<file path="src/pkg/upcount_timer_defs.vh">
// register offsets, field positions and reset values of the up-counting timer
// assumes inclusion by bare name from the design file
`ifndef UPCOUNT_TIMER_DEFS_VH
`define UPCOUNT_TIMER_DEFS_VH
`define OFS_CONTROL_ONE 12'h000
`define OFS_CONTROL_TWO 12'h004
`define OFS_IRQ_DMA_ENABLE 12'h00C
`define OFS_STATUS_FLAGS 12'h010
`define OFS_EVENT_GENERATE 12'h014
`define OFS_COUNT_VALUE 12'h024
`define OFS_CLOCK_DIVIDER 12'h028
`define OFS_RELOAD_VALUE 12'h02C
`define OFS_IRQ_STATUS 12'h030
`define OFS_IRQ_MASK 12'h034
`define BIT_COUNT_RUN 0
`define BIT_UPDATE_BLOCK 1
`define BIT_UPDATE_SOURCE_SELECT 2
`define BIT_ONE_SHOT 3
`define BIT_RELOAD_BUFFER_ON 7
`define BIT_MOS_LO 4
`define BIT_MOS_HI 6
`define BIT_UPDATE_IRQ_ON 0
`define BIT_UPDATE_DMA_ON 8
`define BIT_UPDATE_FLAG 0
`define BIT_UPDATE_REQUEST 0
`define BIT_EVT_UPDATE 0
`define BIT_EVT_OVERFLOW 1
`define MOS_RESET 3'h0
`define MOS_ENABLE 3'h1
`define MOS_UPDATE 3'h2
`define RST_REG16 16'h0000
`define RST_RELOAD 16'hFFFF
`define RST_EVT 2'h0
`endif

</file>
<file path="src/core/upcount_timer.v">
// basic 16-bit up-counting timer: register file, prescaler, counter, trigger out
// assumes an APB master on clk; slave update may come from another clock domain
`timescale 1ns/1ps
`include "upcount_timer_defs.vh"

// What this block does
// - registers at word offsets 0x00 to 0x34, at most sixteen bits wide each.
// - counter advances only while count_run, control_one bit 0, is set.
// - update_block high suppresses every update event source.
// - update event loads buffered reload and divider into active copies.
// - update_source_select high lets only overflow raise irq or dma.
// - one_shot clears count_run at the next update event.
// - reload_buffer_on low makes reload writes act on the counter at once.
// - master_out_select picks reset, count_run or update event for trigger.
// - irq_dma_enable bit 0 gates update_irq, bit 8 gates dma request.
// - counter counts up from zero, wraps at reload with overflow update.
// - prescaler divides clock by programmed divider plus one.
// - update event, or only overflow while update_source_select is high, sets update_flag, held until software clears it.
// - update_request reinitializes counter and prescaler, makes update, self-clears.
module upcount_timer (
   input wire clk,
   input wire sys_rst,
   input wire psel,
   input wire penable,
   input wire pwrite,
   input wire [11:0] paddr,
   input wire [31:0] pwdata,
   input wire [3:0] pstrb,
   output reg [31:0] prdata,
   output wire pready,
   output wire pslverr,
   input wire slave_update,
   output wire trigger_output,
   output wire update_irq,
   output reg update_dma_req,
   output wire irq
);
   reg [15:0] control_one;
   reg [15:0] control_two;
   reg [15:0] irq_dma_enable;
   reg update_flag;
   reg [15:0] count_value;
   reg [15:0] clock_divider;
   reg [15:0] divider_active;
   reg [15:0] reload_value;
   reg [15:0] reload_active;
   reg [15:0] prescale_count;
   reg [1:0] irq_status;
   reg [1:0] irq_mask;
   reg [1:0] slave_sync;
   reg reset_pulse;
   reg update_pulse;
   wire slave_update_s;
   wire wr;
   wire rd;
   wire lo_ok;
   wire count_run;
   wire update_block;
   wire update_source_select;
   wire one_shot;
   wire reload_buffer_on;
   wire [2:0] master_out_select;
   wire [15:0] wdata;
   wire sw_request;
   wire tick;
   wire overflow;
   wire raw_update;
   wire update_event;
   wire qualified;
   wire [15:0] reload_eff;
   wire [1:0] evt;
   reg mapped;
   reg trigger_sel;
   wire [1:0] next_irq_status;
   wire write_control_one;
   wire write_control_two;
   wire write_irq_dma_enable;
   wire write_status_flags;
   wire write_event_generate;
   wire write_count_value;
   wire write_clock_divider;
   wire write_reload_value;
   wire write_irq_status;
   wire write_irq_mask;

   // zero-wait APB slave; any byte strobe in the low half writes the 16-bit register
   assign pready = 1'b1;
   assign pslverr = psel & penable & ~mapped;
   assign wr = psel & penable & pwrite & mapped;
   assign rd = psel & ~penable & ~pwrite;
   assign lo_ok = pstrb[0] | pstrb[1];
   assign wdata = pwdata[15:0];

   // one write strobe per register keeps the decode in one place
   // a write needs a strobe in the low half because no register is wider than sixteen bits
   assign write_control_one = wr & lo_ok & (paddr == `OFS_CONTROL_ONE);
   assign write_control_two = wr & lo_ok & (paddr == `OFS_CONTROL_TWO);
   assign write_irq_dma_enable = wr & lo_ok & (paddr == `OFS_IRQ_DMA_ENABLE);
   assign write_status_flags = wr & lo_ok & (paddr == `OFS_STATUS_FLAGS);
   assign write_event_generate = wr & lo_ok & (paddr == `OFS_EVENT_GENERATE);
   assign write_count_value = wr & lo_ok & (paddr == `OFS_COUNT_VALUE);
   assign write_clock_divider = wr & lo_ok & (paddr == `OFS_CLOCK_DIVIDER);
   assign write_reload_value = wr & lo_ok & (paddr == `OFS_RELOAD_VALUE);
   assign write_irq_status = wr & lo_ok & (paddr == `OFS_IRQ_STATUS);
   assign write_irq_mask = wr & lo_ok & (paddr == `OFS_IRQ_MASK);

   // control field aliases
   assign count_run = control_one[`BIT_COUNT_RUN];
   assign update_block = control_one[`BIT_UPDATE_BLOCK];
   assign update_source_select = control_one[`BIT_UPDATE_SOURCE_SELECT];
   assign one_shot = control_one[`BIT_ONE_SHOT];
   assign reload_buffer_on = control_one[`BIT_RELOAD_BUFFER_ON];
   assign master_out_select = control_two[`BIT_MOS_HI:`BIT_MOS_LO];

   // slave update comes from another timer domain, so it is synchronised
   always @(posedge clk or posedge sys_rst) begin
      if (sys_rst) begin
         slave_sync <= 2'h0;
      end else begin
         slave_sync <= {slave_sync[0], slave_update};
      end
   end
   assign slave_update_s = slave_sync[1];

   // address decode
   always @* begin
      if (paddr == `OFS_CONTROL_ONE) begin
         mapped = 1'b1;
      end else if (paddr == `OFS_CONTROL_TWO) begin
         mapped = 1'b1;
      end else if (paddr == `OFS_IRQ_DMA_ENABLE) begin
         mapped = 1'b1;
      end else if (paddr == `OFS_STATUS_FLAGS) begin
         mapped = 1'b1;
      end else if (paddr == `OFS_EVENT_GENERATE) begin
         mapped = 1'b1;
      end else if (paddr == `OFS_COUNT_VALUE) begin
         mapped = 1'b1;
      end else if (paddr == `OFS_CLOCK_DIVIDER) begin
         mapped = 1'b1;
      end else if (paddr == `OFS_RELOAD_VALUE) begin
         mapped = 1'b1;
      end else if (paddr == `OFS_IRQ_STATUS) begin
         mapped = 1'b1;
      end else if (paddr == `OFS_IRQ_MASK) begin
         mapped = 1'b1;
      end else begin
         mapped = 1'b0;
      end
   end

   // event sources
   assign sw_request = write_event_generate & wdata[`BIT_UPDATE_REQUEST];
   // tick marks the last timer clock of each divided counter period
   assign tick = count_run & (prescale_count == divider_active);
   // a reload of zero is never taken as a wrap point, so the counter rolls over at FFFF with no overflow then
   assign reload_eff = reload_active;
   assign overflow = tick & (count_value == reload_eff) & (reload_eff != 16'h0000);
   assign raw_update = overflow | sw_request | slave_update_s;
   assign update_event = raw_update & ~update_block;
   assign qualified = update_source_select ? (overflow & ~update_block)
                                           : update_event;
   assign evt = {overflow & ~update_block, qualified};

   // own sticky status bits, one per event; set wins over a write-one clear
   genvar b;
   generate
      for (b = 0; b < 2; b = b + 1) begin : status_bit
         assign next_irq_status[b] = evt[b] | (irq_status[b] & ~(write_irq_status & wdata[b]));
      end
   endgenerate

   // prescaler and counter
   // a software or slave reinitialisation outranks a counter write and counting
   always @(posedge clk or posedge sys_rst) begin
      if (sys_rst) begin
         prescale_count <= `RST_REG16;
         count_value <= `RST_REG16;
         divider_active <= `RST_REG16;
         reload_active <= `RST_RELOAD;
      end else begin
         if (update_event) begin
            divider_active <= clock_divider;
         end
         if (write_reload_value & ~reload_buffer_on) begin
            reload_active <= wdata;
         end else if (update_event) begin
            reload_active <= reload_value;
         end
         if (sw_request | (slave_update_s & ~update_block)) begin
            prescale_count <= 16'h0000;
            count_value <= 16'h0000;
         end else if (write_count_value) begin
            count_value <= wdata;
         end else if (count_run) begin
            if (tick) begin
               prescale_count <= 16'h0000;
               count_value <= overflow ? 16'h0000 : count_value + 16'h0001;
            end else begin
               prescale_count <= prescale_count + 16'h0001;
            end
         end
      end
   end

   // register writes, one-shot stop and sticky flags
   always @(posedge clk or posedge sys_rst) begin
      if (sys_rst) begin
         control_one <= `RST_REG16;
         control_two <= `RST_REG16;
         irq_dma_enable <= `RST_REG16;
         clock_divider <= `RST_REG16;
         reload_value <= `RST_RELOAD;
         update_flag <= 1'b0;
         irq_status <= `RST_EVT;
         irq_mask <= `RST_EVT;
      end else begin
         // reserved bits are masked so that they always read back zero
         if (write_control_one) begin
            control_one <= wdata & 16'h008F;
         end else if (update_event & one_shot) begin
            control_one[`BIT_COUNT_RUN] <= 1'b0;
         end
         if (write_control_two) begin
            control_two <= wdata & 16'h0070;
         end
         if (write_irq_dma_enable) begin
            irq_dma_enable <= wdata & 16'h0101;
         end
         if (write_clock_divider) begin
            clock_divider <= wdata;
         end
         if (write_reload_value) begin
            reload_value <= wdata;
         end
         if (write_irq_mask) begin
            irq_mask <= wdata[1:0];
         end
         // set wins over a clear in the same cycle
         if (qualified) begin
            update_flag <= 1'b1;
         end else if (write_status_flags & ~wdata[`BIT_UPDATE_FLAG]) begin
            update_flag <= 1'b0;
         end
         irq_status <= next_irq_status;
      end
   end

   // trigger sources, dma pulse and read data registered
   // read data is captured in the setup phase and stands through the access phase
   always @(posedge clk or posedge sys_rst) begin
      if (sys_rst) begin
         reset_pulse <= 1'b0;
         update_pulse <= 1'b0;
         update_dma_req <= 1'b0;
         prdata <= 32'h00000000;
      end else begin
         reset_pulse <= sw_request & ~update_block;
         update_pulse <= update_event;
         update_dma_req <= qualified & irq_dma_enable[`BIT_UPDATE_DMA_ON];
         if (rd) begin
            if (paddr == `OFS_CONTROL_ONE) begin
               prdata <= {16'h0000, control_one};
            end else if (paddr == `OFS_CONTROL_TWO) begin
               prdata <= {16'h0000, control_two};
            end else if (paddr == `OFS_IRQ_DMA_ENABLE) begin
               prdata <= {16'h0000, irq_dma_enable};
            end else if (paddr == `OFS_STATUS_FLAGS) begin
               prdata <= {31'h00000000, update_flag};
            end else if (paddr == `OFS_COUNT_VALUE) begin
               prdata <= {16'h0000, count_value};
            end else if (paddr == `OFS_CLOCK_DIVIDER) begin
               prdata <= {16'h0000, clock_divider};
            end else if (paddr == `OFS_RELOAD_VALUE) begin
               prdata <= {16'h0000, reload_value};
            end else if (paddr == `OFS_IRQ_STATUS) begin
               prdata <= {30'h00000000, irq_status};
            end else if (paddr == `OFS_IRQ_MASK) begin
               prdata <= {30'h00000000, irq_mask};
            end else begin
               prdata <= 32'h00000000; // event register reads zero
            end
         end
      end
   end

   // master trigger output; reserved codes give low
   // pulses last one clock so that a downstream timer sees each event once
   always @* begin
      case (master_out_select)
         `MOS_RESET: begin
            trigger_sel = reset_pulse;
         end
         `MOS_ENABLE: begin
            trigger_sel = count_run;
         end
         `MOS_UPDATE: begin
            trigger_sel = update_pulse;
         end
         default: begin
            trigger_sel = 1'b0;
         end
      endcase
   end
   assign trigger_output = trigger_sel;
   // the interrupt is a level so that a pending update cannot be missed
   assign update_irq = update_flag & irq_dma_enable[`BIT_UPDATE_IRQ_ON];
   assign irq = |(irq_status & irq_mask);
endmodule

</file>
<file path="config.mk">
export PLATFORM = sky130hd
export DESIGN_NAME = upcount_timer
export DESIGN_NICKNAME = d
export VERILOG_FILES = /design/src/core/upcount_timer.v
export VERILOG_INCLUDE_DIRS = /design/src /design/src/pkg
export SDC_FILE = /design/constraint.sdc
export NUM_CORES = 1
export LEC_CHECK = 0
export BUFFER_PORTS_ARGS = -buffer_cell sky130_fd_sc_hd__buf_2
export CAP_MARGIN = 10
export CORE_MARGIN = 1
export CORE_UTILIZATION = 50
export CTS_BUF_LIST = sky130_fd_sc_hd__clkbuf_16
export DETAILED_ROUTE_END_ITERATION = 7
export PLACE_DENSITY = 0.73
export SYNTH_ARGS = -nofsm -noshare
export SYNTH_HDL_FRONTEND = slang
export SYNTH_SLANG_ARGS = --single-unit
</file>
<file path="constraint.sdc">
create_clock -name clk -period 4.8 [get_ports clk]
set_clock_uncertainty 0.2 [all_clocks]
set_input_delay 1.44 -clock clk [delete_from_list [all_inputs] [get_ports clk]]
set_output_delay 1.44 -clock clk [all_outputs]
set_load 0.01 [all_outputs]
</file>
# [Word-level counts from Yosys, hierarchy flattened]
# Index checks and enable logic that the tools add are counted.
[op_classes] muxes=36 n_reduce_logical=12 n_bitwise=49 n_eq_ne=14 addsub=2
[op_table] operator="16-bit 2-to-1 mux" count=18
[op_table] operator="12-bit by 6-bit == test with 1-bit output (second input constant)" count=5
[op_table] operator="1-bit AND" count=34
[op_table] operator="16-bit by 1-bit adder with 16-bit output (second input constant)" count=2
[op_table] operator="16-bit == test" count=2
[op_table] operator="12-bit by 5-bit == test with 1-bit output (second input constant)" count=2
[op_table] operator="16-bit nonzero test" count=1
[op_table] operator="1-bit 2-to-1 mux" count=15
[op_table] operator="12-bit by 3-bit == test with 1-bit output (second input constant)" count=1
[op_table] operator="12-bit by 4-bit == test with 1-bit output (second input constant)" count=1
[op_table] operator="12-bit zero test" count=1
[op_table] operator="1-bit NOT" count=8
[op_table] operator="2-bit nonzero test" count=4
[op_table] operator="1-bit OR" count=6
[op_table] operator="3-bit nonzero test" count=2
[op_table] operator="2-bit 2-to-1 mux" count=2
[op_table] operator="2-bit AND reduction" count=2
[op_table] operator="3-bit by 1-bit == test with 1-bit output (second input constant)" count=1
[op_table] operator="3-bit by 2-bit == test with 1-bit output (second input constant)" count=1
[op_table] operator="3-bit zero test" count=1
[op_table] operator="1-bit one-hot mux with 3 select lines" count=1
[op_table] operator="2-bit AND" count=1
[op_table] operator="2-bit by 1-bit != test with 1-bit output (second input constant)" count=1
[op_table] operator="2-bit OR reduction" count=1
[totals] in_bits=54 output_inout_bits=38 reg_bits=148 elab_cells=131

# [Depth between registers and ports, before layout]
# Gate-level depths: netlist of run 1.
[logic_depth] word_depth=21 mapped_depth=10 ltp_nobuf=8

# [Worst setup path after synthesis of run 1]
# OpenSTA, ideal clock, no wires.
[synth_timing] path_kind="input port to output port" startpoint="input paddr[11]" endpoint="output pslverr" arrival_ns=2.719 required_ns=3.160 path_buffers=0 path_stages=4 slack_ns=0.441 cell_sequence="nor4_2 -> nand4b_1 -> nor3b_1 -> nor3_1"
[synth_between] elab_chain_len=13 word_cells_on_any_way=22 cone_classes="9 x eq/ne; 10 x mux; 2 x bitwise; 1 x reduce/logical"
[synth_lines] element="start, declared" line_no="upcount_timer.v:26" text="input wire [11:0] paddr,"
[synth_lines] element="12-bit by 6-bit == test with 1-bit output (no source line)"
[synth_lines] element="1-bit 2-to-1 mux" line_no="upcount_timer.v:145" text="end else if (paddr == `OFS_IRQ_MASK) begin"
[synth_lines] element="1-bit 2-to-1 mux" line_no="upcount_timer.v:143" text="end else if (paddr == `OFS_IRQ_STATUS) begin"
[synth_lines] element="1-bit 2-to-1 mux" line_no="upcount_timer.v:141" text="end else if (paddr == `OFS_RELOAD_VALUE) begin"
[synth_lines] element="1-bit 2-to-1 mux" line_no="upcount_timer.v:139" text="end else if (paddr == `OFS_CLOCK_DIVIDER) begin"
[synth_lines] element="1-bit 2-to-1 mux" line_no="upcount_timer.v:137" text="end else if (paddr == `OFS_COUNT_VALUE) begin"
[synth_lines] element="1-bit 2-to-1 mux" line_no="upcount_timer.v:135" text="end else if (paddr == `OFS_EVENT_GENERATE) begin"
[synth_lines] element="1-bit 2-to-1 mux" line_no="upcount_timer.v:133" text="end else if (paddr == `OFS_STATUS_FLAGS) begin"
[synth_lines] element="1-bit 2-to-1 mux" line_no="upcount_timer.v:131" text="end else if (paddr == `OFS_IRQ_DMA_ENABLE) begin"
[synth_lines] element="1-bit 2-to-1 mux" line_no="upcount_timer.v:129" text="end else if (paddr == `OFS_CONTROL_TWO) begin"
[synth_lines] element="1-bit 2-to-1 mux (*)" line_no="upcount_timer.v:127" text="if (paddr == `OFS_CONTROL_ONE) begin"
[synth_lines] element="1-bit NOT (*)" line_no="upcount_timer.v:88" text="assign pslverr = psel & penable & ~mapped;"
[synth_lines] element="1-bit AND (*)" line_no="upcount_timer.v:88"
[synth_lines] element="end, declared" line_no="upcount_timer.v:31" text="output wire pslverr,"
# Mark *: on every way between the ends. The rest lies on a longest branch, timed or not.

# [Worst setup path in the final report of run 1]
# Same ends and word-level chain as after synthesis.

==> results of run 1 <==
cell families (layout without fill, tap and decap cells):
group | after synthesis | count (layout) | synth area share
buf+inv | 67 | 123 | 0.0514
flops | 132 | 132 | 0.464
xor+xnor | 36 | 36 | 0.0438
simple gates | 240 | 240 | 0.176
mux | 83 | 83 | 0.126
other cells | 2 | 17 | 0.00104
compound gates | 152 | 152 | 0.134
fa+ha+maj | 2 | 2 | 0.00348
metal layers:
metal	routed length, um	vias up	part of all wire	GRT usage
met1	8070	2925	0.41	0.357
met2	9220	273	0.47	0.442
met4	515	0	0.026	0.113
met3	1730	53	0.088	0.0927
li1	-	2697	-	-
met5	0	-	0	0
layout make-up:
| cell class | count | area (um^2) | share of cell area |
|---|---|---|---|
| repair buffers | 77 | 450 | 0.0546 |
| clock inverters | 15 | 188 | 0.0227 |
| multi-input cells | 530 | 3560 | 0.432 |
| inverters | 14 | 56.3 | 0.00682 |
| well taps | 180 | 225 | 0.0273 |
| flip-flops and latches | 132 | 3340 | 0.405 |
| clock buffers | 17 | 425 | 0.0516 |
power groups by stage:
stage               sequential [W]  clock [W]  combinational [W]
CTS                        0.00114    0.00137           0.000123
global route               0.00114    0.00142           0.000137
floorplan                  0.00116          0          0.0000687
global placement           0.00116          0           0.000118
finish                     0.00114    0.00135           0.000122
detailed placement         0.00116          0           0.000122
layout by cell type, fill, tap and decap left out, types with 4 or more instances in the layout:
cell,Yosys,routed
sky130_fd_sc_hd__bufinv_16,0,4
sky130_fd_sc_hd__buf_4,17,20
sky130_fd_sc_hd__a22oi_1,14,14
sky130_fd_sc_hd__a22o_1,5,5
sky130_fd_sc_hd__dfstp_2,32,32
sky130_fd_sc_hd__nand3_1,27,27
sky130_fd_sc_hd__nor3_1,13,10
sky130_fd_sc_hd__and3_1,12,12
sky130_fd_sc_hd__xor2_1,24,24
sky130_fd_sc_hd__inv_1,14,13
sky130_fd_sc_hd__dfrtp_1,100,100
sky130_fd_sc_hd__nor4_1,18,18
sky130_fd_sc_hd__mux2_2,60,60
sky130_fd_sc_hd__a31oi_1,19,19
sky130_fd_sc_hd__xnor2_1,12,12
sky130_fd_sc_hd__o22ai_1,4,4
sky130_fd_sc_hd__or2_2,4,4
sky130_fd_sc_hd__buf_2,4,56
sky130_fd_sc_hd__nor2_1,59,59
sky130_fd_sc_hd__nor3_2,1,4
sky130_fd_sc_hd__or3_1,4,4
sky130_fd_sc_hd__or3b_2,5,5
sky130_fd_sc_hd__a221oi_1,6,6
sky130_fd_sc_hd__o2bb2ai_1,7,7
sky130_fd_sc_hd__mux2i_1,23,23
sky130_fd_sc_hd__o21bai_1,4,4
sky130_fd_sc_hd__nand2b_1,9,9
sky130_fd_sc_hd__nand4_1,8,8
sky130_fd_sc_hd__conb_1,2,17
sky130_fd_sc_hd__nand2_1,50,50
sky130_fd_sc_hd__a21oi_1,48,48
sky130_fd_sc_hd__clkbuf_16,0,17
sky130_fd_sc_hd__o21ai_0,26,26
flip-flops by register name (all words and copies together) (netlist names):
register,count
clock_divider,16
count_value,16
divider_active,16
prdata,16
prescale_count,16
reload_active,16
reload_value,16
control_one,5
control_two,3
irq_dma_enable,2
irq_mask,2
irq_status,2
slave_sync,2
reset_pulse,1
update_dma_req,1
update_flag,1
update_pulse,1
per-stage QoR:
step / hold WS [ns] / cell area [um^2] / util / setup slack (ns) / std cells
finish: 0.148 / 8250 / 0.590 / 0.315 / 965
CTS: 0.149 / 8250 / 0.590 / 0.338 / 965
global placement: 0.134 / 7640 / 0.546 / 0.396 / 933
detailed placement: 0.142 / 7640 / 0.546 / 0.351 / 933
floorplan: 0.131 / 7260 / - / 0.441 / 729
global route: 0.161 / 8250 / 0.590 / 0.154 / 965
worst paths after layout:
| path | slack, ns | depth (start not counted) | from | endpoint |
|---|---|---|---|---|
| setup / recovery | 0.32 | 6 | paddr[11] | pslverr |
| hold / removal | 0.15 | 0 | slave_sync[0]$_DFF_PP0_ | slave_sync[1]$_DFF_PP0_ |
| setup reg to reg | 1.20 | 7 | prescale_count[8]$_DFFE_PP0P_ | count_value[6]$_DFFE_PP0P_ |
| hold reg to reg | 0.15 | 0 | slave_sync[0]$_DFF_PP0_ | slave_sync[1]$_DFF_PP0_ |
| max in group asynchronous | 2.87 | 3 | sys_rst | clock_divider[12]$_DFFE_PP0P_ |
| min in group asynchronous | 0.99 | 3 | sys_rst | prdata[6]$_DFFE_PP0P_ |
==> Implementation_results.wiki, run 1 <==
{| class="wikitable"
! Metric !! Value
|-
| Longest individual stage delay on the worst path || ~0.49 ns
|-
| Most area-hungry cell type in the Yosys netlist || sky130_fd_sc_hd__dfrtp_1
|-
| Number of search-and-repair iterations in the first detailed-routing pass || 5
|-
| Clock-pin slew of the registers on the worst-case setup and hold paths || approximately 0.060 ns
|-
| Max-slew violations || 0
|-
| Top cell family by delay on the critical path || simple AND/OR/NAND/NOR gates
|-
| Sequential share of power || 0.437
|-
| Diodes inserted || 0
|-
| Fillcell total || 1199
|-
| Maxcap violations || 0
|-
| Average wire per standard cell || a little over 20 um
|-
| Pin count of the biggest net entering global routing || approximately 130
|-
| Crit. End Element || primary output
|-
| Vias in the first global route || 5805
|-
| Horizontal extent of the die || 122 um
|-
| Cell variety after synth || 68
|-
| Placeable core region || 14000 um^2
|-
| Share of cells above drive strength 1 || 0.282
|-
| Average via count per standard cell || roughly 6.2
|-
| Ys flop type || sky130_fd_sc_hd__dfrtp_1
|-
| # hold bufs at CTS || 0
|-
| Top fanout value on the critical path || 6
|-
| Setup fix buffers added after clock tree synthesis || 0
|-
| Period utilisation layout || 0.934
|-
| # IOs || around 90
|-
| CP most frequent cell || sky130_fd_sc_hd__buf_2
|-
| Number of rows created at floorplan || 43
|-
| Ys Warns || 0
|-
| Leak Pwr || between 3 and 4 nW
|-
| Post-Synthesis Cells || about 710
|-
| Critical path class || in -> out
|-
| Critical Path, Cell by Cell || buf_2, nor4_2, nand4b_1, nor3b_1, nor3_1, buf_2
|-
| Tightest Hold Check Type || reg -> reg
|-
| Clock tree from TritonCTS || built
|-
| Starting density of the core || 0.515
|-
| Number of nets still failing antenna checks after routing || 0
|-
| Crit path max-delay cell type || sky130_fd_sc_hd__nor4_2
|-
| Final WL || 19500 um
|-
| Post-cts gate resize count || 0
|-
| Mean post-synth cell area || between 10 and 15 um^2
|-
| Worst Setup Start Kind || primary input
|-
| Detail Placement HPWL || between 10000 and 15000 um
|-
| Switching share of power || 0.223
|-
| Total negative slack || 0 ns
|-
| Required time of the critical path || roughly 3.2 ns
|-
| Number of antenna violations at the first check in global routing || 0
|-
| Power per cell area || about 320 nW/um^2
|-
| Synth Cell Area || 7200 um^2
|-
| Final Total Pwr || 0.00261 W
|-
| Vias after detailed routing || 5948
|-
| Setup violations, final || 0
|-
| Total GRT Usage || 0.281
|-
| Post-synthesis sequential area ratio || 0.464
|-
| Gate power share || 0.047
|-
| Chip Height || approximately 120 um
|-
| Worst endpoint data arrival time || around 2.8 ns
|-
| Setup repair after global routing missed its margin || no
|-
| Upper clock frequency limit || approximately 0.22 GHz
|-
| Synthesis-stage register bit count || between 100 and 150
|-
| Net switching power figure || 0.000584 W
|-
| Final RePlAce weighted congestion || 0.923
|-
| Count of input and output buffers || between 50 and 60
|-
| Worst vdd ir || ~0.00027 V
|-
| Share of total power in the clock network || 0.516
|-
| Worst Path Buf+Inv || 2
|-
| Clock buffer count from CTS || 17
|-
| Yosys top cell area share || 0.348
|-
| Clk buf depth || 2
|-
| Total internal power || about 0.002 W
|-
| Result of the run || complete, no violations
|-
| DRC || 0
|-
| Transition at the pin with the smallest max-transition slack || roughly 1.2 ns
|-
| Final #Nets || slightly above 800
|-
| Overflow left after global routing || 0
|-
| Max-slew headroom || 0.225
|-
| CTS sink cnt || between 100 and 150
|-
| Layout area overhead || 14.6%
|-
| Period minus WS final || ~4.5 ns
|-
| Most common cell in the netlist || sky130_fd_sc_hd__dfrtp_1
|-
| Die Outline Area || around 15000 um^2
|-
| DRC violation total after the first TritonRoute iteration || approximately 570
|-
| Insertion delay of the later-clocked pin in the worst-skew pair || around 0.42 ns
|-
| Synth top cells by count || sky130_fd_sc_hd__dfrtp_1 (100), sky130_fd_sc_hd__mux2_2 (60), sky130_fd_sc_hd__nor2_1 (59)
|-
| Cell types occupying the most area after synthesis || sky130_fd_sc_hd__dfrtp_1 (35%), sky130_fd_sc_hd__dfstp_2 (12%), sky130_fd_sc_hd__mux2_2 (9.4%)
|-
| Share of async-settable or async-resettable flops after synthesis || 1.00
|-
| Clock root buffer || sky130_fd_sc_hd__clkbuf_16
|-
| Final hold viol count || 0
|-
| Wire length of the first global-routing pass || approximately 31000 um
|-
| Count of flip-flops with a built-in enable after synthesis || 0
|-
| CTS H-tree lvls || 4
|}
Power figures use the tool's default switching activity.
==> run 2, diff against run 1 <==
--- a/config.mk
+++ b/config.mk
@@ -12,7 +12,7 @@
 export CORE_UTILIZATION = 50
 export CTS_BUF_LIST = sky130_fd_sc_hd__clkbuf_16
 export DETAILED_ROUTE_END_ITERATION = 7
-export PLACE_DENSITY = 0.73
+export PLACE_DENSITY = 0.7
 export SYNTH_ARGS = -nofsm -noshare
 export SYNTH_HDL_FRONTEND = slang
 export SYNTH_SLANG_ARGS = --single-unit
==> constraint.sdc (replaced) <==
create_clock -name clk -period 5.2 [get_ports clk]
set_clock_uncertainty 0.2 [all_clocks]
set_input_delay 1.56 -clock clk [delete_from_list [all_inputs] [get_ports clk]]
set_output_delay 1.56 -clock clk [all_outputs]
set_load 0.01 [all_outputs]
==> Implementation_results.wiki, run 2 (synthesis results as in run 1) <==
{| class="wikitable"
! Metric !! Value
|-
| Result of the run || complete, no violations
|-
| Share of total power in the clock network || 0.490 (-0.026)
|-
| Critical Path, Cell by Cell || buf_2, nor4_2, nand3_1, o21ai_0, nor3_1, buf_2
|-
| Average wire per standard cell || 19.6 um (-3.3%)
|-
| Critical path origin || paddr[11]
|-
| Leading cell type in the layout, fill and taps excluded || sky130_fd_sc_hd__dfrtp_1
|-
| Depth of the critical timing path with buffers and inverters included || 6 (unchanged)
|-
| Number of antenna violations at the first check in global routing || 1 (+1)
|-
| Post-Layout Cell Count || 965 (unchanged)
|-
| Clock tree from TritonCTS || built
|-
| Top fanout value on the critical path || 6 (unchanged)
|-
| Upper clock frequency limit || 0.214 GHz
|-
| Pin count of the biggest net entering global routing || 133 (unchanged)
|-
| Final hold viol count || 0 (unchanged)
|-
| Clock buffer count from CTS || 17 (unchanged)
|-
| CTS sink cnt || 132 (unchanged)
|-
| Setup repair after global routing missed its margin || no
|-
| # IOs || 92 (unchanged)
|-
| Placed instance count || 931 (-0.21%)
|-
| Reg2Reg Setup Slack || 1.90 ns (+0.70 ns)
|-
| Starting density of the core || 0.515 (unchanged)
|-
| Critical path class || in -> out
|-
| Worst endpoint data arrival time || 2.92 ns (+0.08 ns)
|-
| Worst vdd ir || 0.000232 V (-13%)
|-
| Average via count per standard cell || 6.12 (-0.64%)
|-
| Share of cells above drive strength 1 || 0.278 (-0.00382)
|-
| Maxcap violations || 0 (unchanged)
|-
| Die Outline Area || 14900 um^2 (unchanged)
|-
| Setup violations, final || 0 (unchanged)
|-
| CTS H-tree lvls || 4 (unchanged)
|-
| Final WL || 18900 um (-3.3%)
|-
| Layout area overhead || 13.9%
|-
| Max-slew violations || 0 (unchanged)
|-
| Leak Pwr || 3.63 nW (-0.36%)
|-
| Clock-pin slew of the registers on the worst-case setup and hold paths || 0.06 ns (about the same)
|-
| Longest individual stage delay on the worst path || 0.50 ns (about the same)
|-
| Crit. End Element || primary output
|-
| Final #Nets || 828 (unchanged)
|-
| Detail Placement HPWL || 13400 um (-2.4%)
|-
| DRC || 0 (unchanged)
|-
| Number of cell instances on the worst register-to-register path || 8 (+1)
|-
| Wire length of the first global-routing pass || 30000 um (-3.9%)
|-
| Total GRT Usage || 0.271 (-0.0104)
|-
| Most frequent cells in the layout || sky130_fd_sc_hd__dfrtp_1 (100), sky130_fd_sc_hd__mux2_2 (60), sky130_fd_sc_hd__nor2_1 (59)
|-
| Post-cts gate resize count || 0 (unchanged)
|-
| Diodes inserted || 0 (unchanged)
|-
| Fillcell total || 1201 (+0.17%)
|-
| Sequential share of power || 0.462 (+0.025)
|-
| Vias after detailed routing || 5910 (-0.64%)
|-
| Number of rows created at floorplan || 43 (unchanged)
|-
| Post-place instance area || 7620 um^2 (-0.20%)
|-
| Insertion delay of the later-clocked pin in the worst-skew pair || 0.42 ns (about the same)
|-
| Vias in the first global route || 5570 (-4.0%)
|-
| DRC violation total after the first TritonRoute iteration || 656 (+16%)
|-
| Clock root buffer || sky130_fd_sc_hd__clkbuf_16
|-
| Worst reg2reg endpoint || control_one[0]$_DFFE_PP0P_
|-
| Chip Height || 122 um (unchanged)
|-
| Summed area of non-filler cells in the final layout || 8200 um^2 (-0.59%)
|-
| Crit path max-delay cell type || sky130_fd_sc_hd__nor4_2
|-
| Max-slew headroom || 0.278 (+0.0531)
|-
| Transition at the pin with the smallest max-transition slack || 1.08 ns (-0.0784 ns)
|-
| Clk buf depth || 2 (unchanged)
|-
| Net switching power figure || 0.000518 W (-11%)
|-
| Top cell family by delay on the critical path || simple AND/OR/NAND/NOR gates
|-
| Worst Setup Start Kind || primary input
|-
| Worst reg2reg path startpoint || prescale_count[12]$_DFFE_PP0P_
|-
| End point of the critical path || pslverr
|-
| Horizontal extent of the die || 122 um (unchanged)
|-
| Required time of the critical path || 3.44 ns (+0.28 ns)
|-
| Number of nets still failing antenna checks after routing || 0 (unchanged)
|-
| # hold bufs at CTS || 0 (unchanged)
|-
| Worst Path Buf+Inv || 2 (unchanged)
|-
| Placeable core region || 14000 um^2 (unchanged)
|-
| Final core area utilization || 0.586 (-0.00349)
|-
| Final hold slack || 0.144 ns (-0.00423 ns)
|-
| Number of search-and-repair iterations in the first detailed-routing pass || 5 (unchanged)
|-
| Period utilisation layout || 0.901
|-
| CP most frequent cell || sky130_fd_sc_hd__buf_2
|-
| Period minus WS final || 4.68 ns
|-
| Switching share of power || 0.227 (+0.00321)
|-
| Count of input and output buffers || 56 (unchanged)
|-
| Total negative slack || 0 ns (unchanged)
|-
| Tightest Hold Check Type || reg -> reg
|-
| Power per cell area || 279 nW/um^2 (-12%)
|-
| Overflow left after global routing || 0 (unchanged)
|-
| Final RePlAce weighted congestion || 0.911 (-1.3%)
|-
| Total internal power || 0.00177 W (-13%)
|-
| Setup fix buffers added after clock tree synthesis || 0 (unchanged)
|-
| Gate power share || 0.048 (about the same)
|}
## run 2: cell types whose count changed in the layout (fill, tap and decap cells not counted)
| cell | change |
|---|---|
| sky130_fd_sc_hd__buf_4 | -2 |
| sky130_fd_sc_hd__clkinvlp_4 | +2 |
| sky130_fd_sc_hd__buf_6 | +1 |
| sky130_fd_sc_hd__clkinv_4 | -2 |
| sky130_fd_sc_hd__inv_1 | +5 |
| sky130_fd_sc_hd__clkinv_1 | -2 |
| sky130_fd_sc_hd__bufinv_16 | -2 |
| sky130_fd_sc_hd__inv_6 | -1 |
| sky130_fd_sc_hd__buf_8 | +1 |
## run 2: power groups by stage
stage / clock, W / sequential (W) / combinational (W)
floorplan: 0 / 0.00107 / 0.0000635
global placement: 0 / 0.00107 / 0.000108
detailed placement: 0 / 0.00107 / 0.000110
CTS: 0.00113 / 0.00106 / 0.000111
global route: 0.00118 / 0.00106 / 0.000125
finish: 0.00112 / 0.00106 / 0.000111
## run 2: worst reg2reg max path, cell delays in order, from the launching register on
cell	delay, ns
sky130_fd_sc_hd__dfrtp_1	0.42
sky130_fd_sc_hd__xor2_1	0.19
sky130_fd_sc_hd__or4_4	0.56
sky130_fd_sc_hd__or2_4	0.27
sky130_fd_sc_hd__nor4_4	0.54
sky130_fd_sc_hd__o21a_1	0.22
sky130_fd_sc_hd__buf_4	0.34
sky130_fd_sc_hd__a21boi_0	0.15
sky130_fd_sc_hd__mux2_2	0.27
## run 2: worst min path at each step
| stage | from | to | slack (ns) | depth (start not counted) |
|---|---|---|---|---|
| after floorplan | slave_sync[0]$_DFF_PP0_ | slave_sync[1]$_DFF_PP0_ | 0.13 | 0 |
| after global placement | slave_sync[0]$_DFF_PP0_ | slave_sync[1]$_DFF_PP0_ | 0.13 | 0 |
| after detailed placement | slave_sync[0]$_DFF_PP0_ | slave_sync[1]$_DFF_PP0_ | 0.13 | 0 |
| after CTS | slave_sync[0]$_DFF_PP0_ | slave_sync[1]$_DFF_PP0_ | 0.15 | 0 |
| after global routing | slave_sync[0]$_DFF_PP0_ | slave_sync[1]$_DFF_PP0_ | 0.17 | 0 |
| final | slave_sync[0]$_DFF_PP0_ | slave_sync[1]$_DFF_PP0_ | 0.14 | 0 |
## run 2: routing by layer
layer	part of all wire	up-vias	track usage
li1	-	2686	-
met2	0.47	264	0.416
met4	0.018	2	0.100
met3	0.085	32	0.0768
met1	0.43	2926	0.363
met5	0.00069	-	0
## run 2: stage by stage
stage | power [W] | setup slack, ns
after floorplan | 0.00114 | 0.601
after global placement | 0.00118 | 0.569
after detailed placement | 0.00118 | 0.525
after CTS | 0.00230 | 0.532
after global routing | 0.00236 | 0.389
final | 0.00229 | 0.517
## run 2: cell type report
type	instances	area (um^2)	area share
clock inverters	15	128	0.0156
flip-flops and latches	132	3340	0.408
multi-input cells	530	3560	0.434
repair buffers	77	462	0.0563
clock buffers	17	425	0.0519
inverters	14	56.3	0.00686
well taps	180	225	0.0275
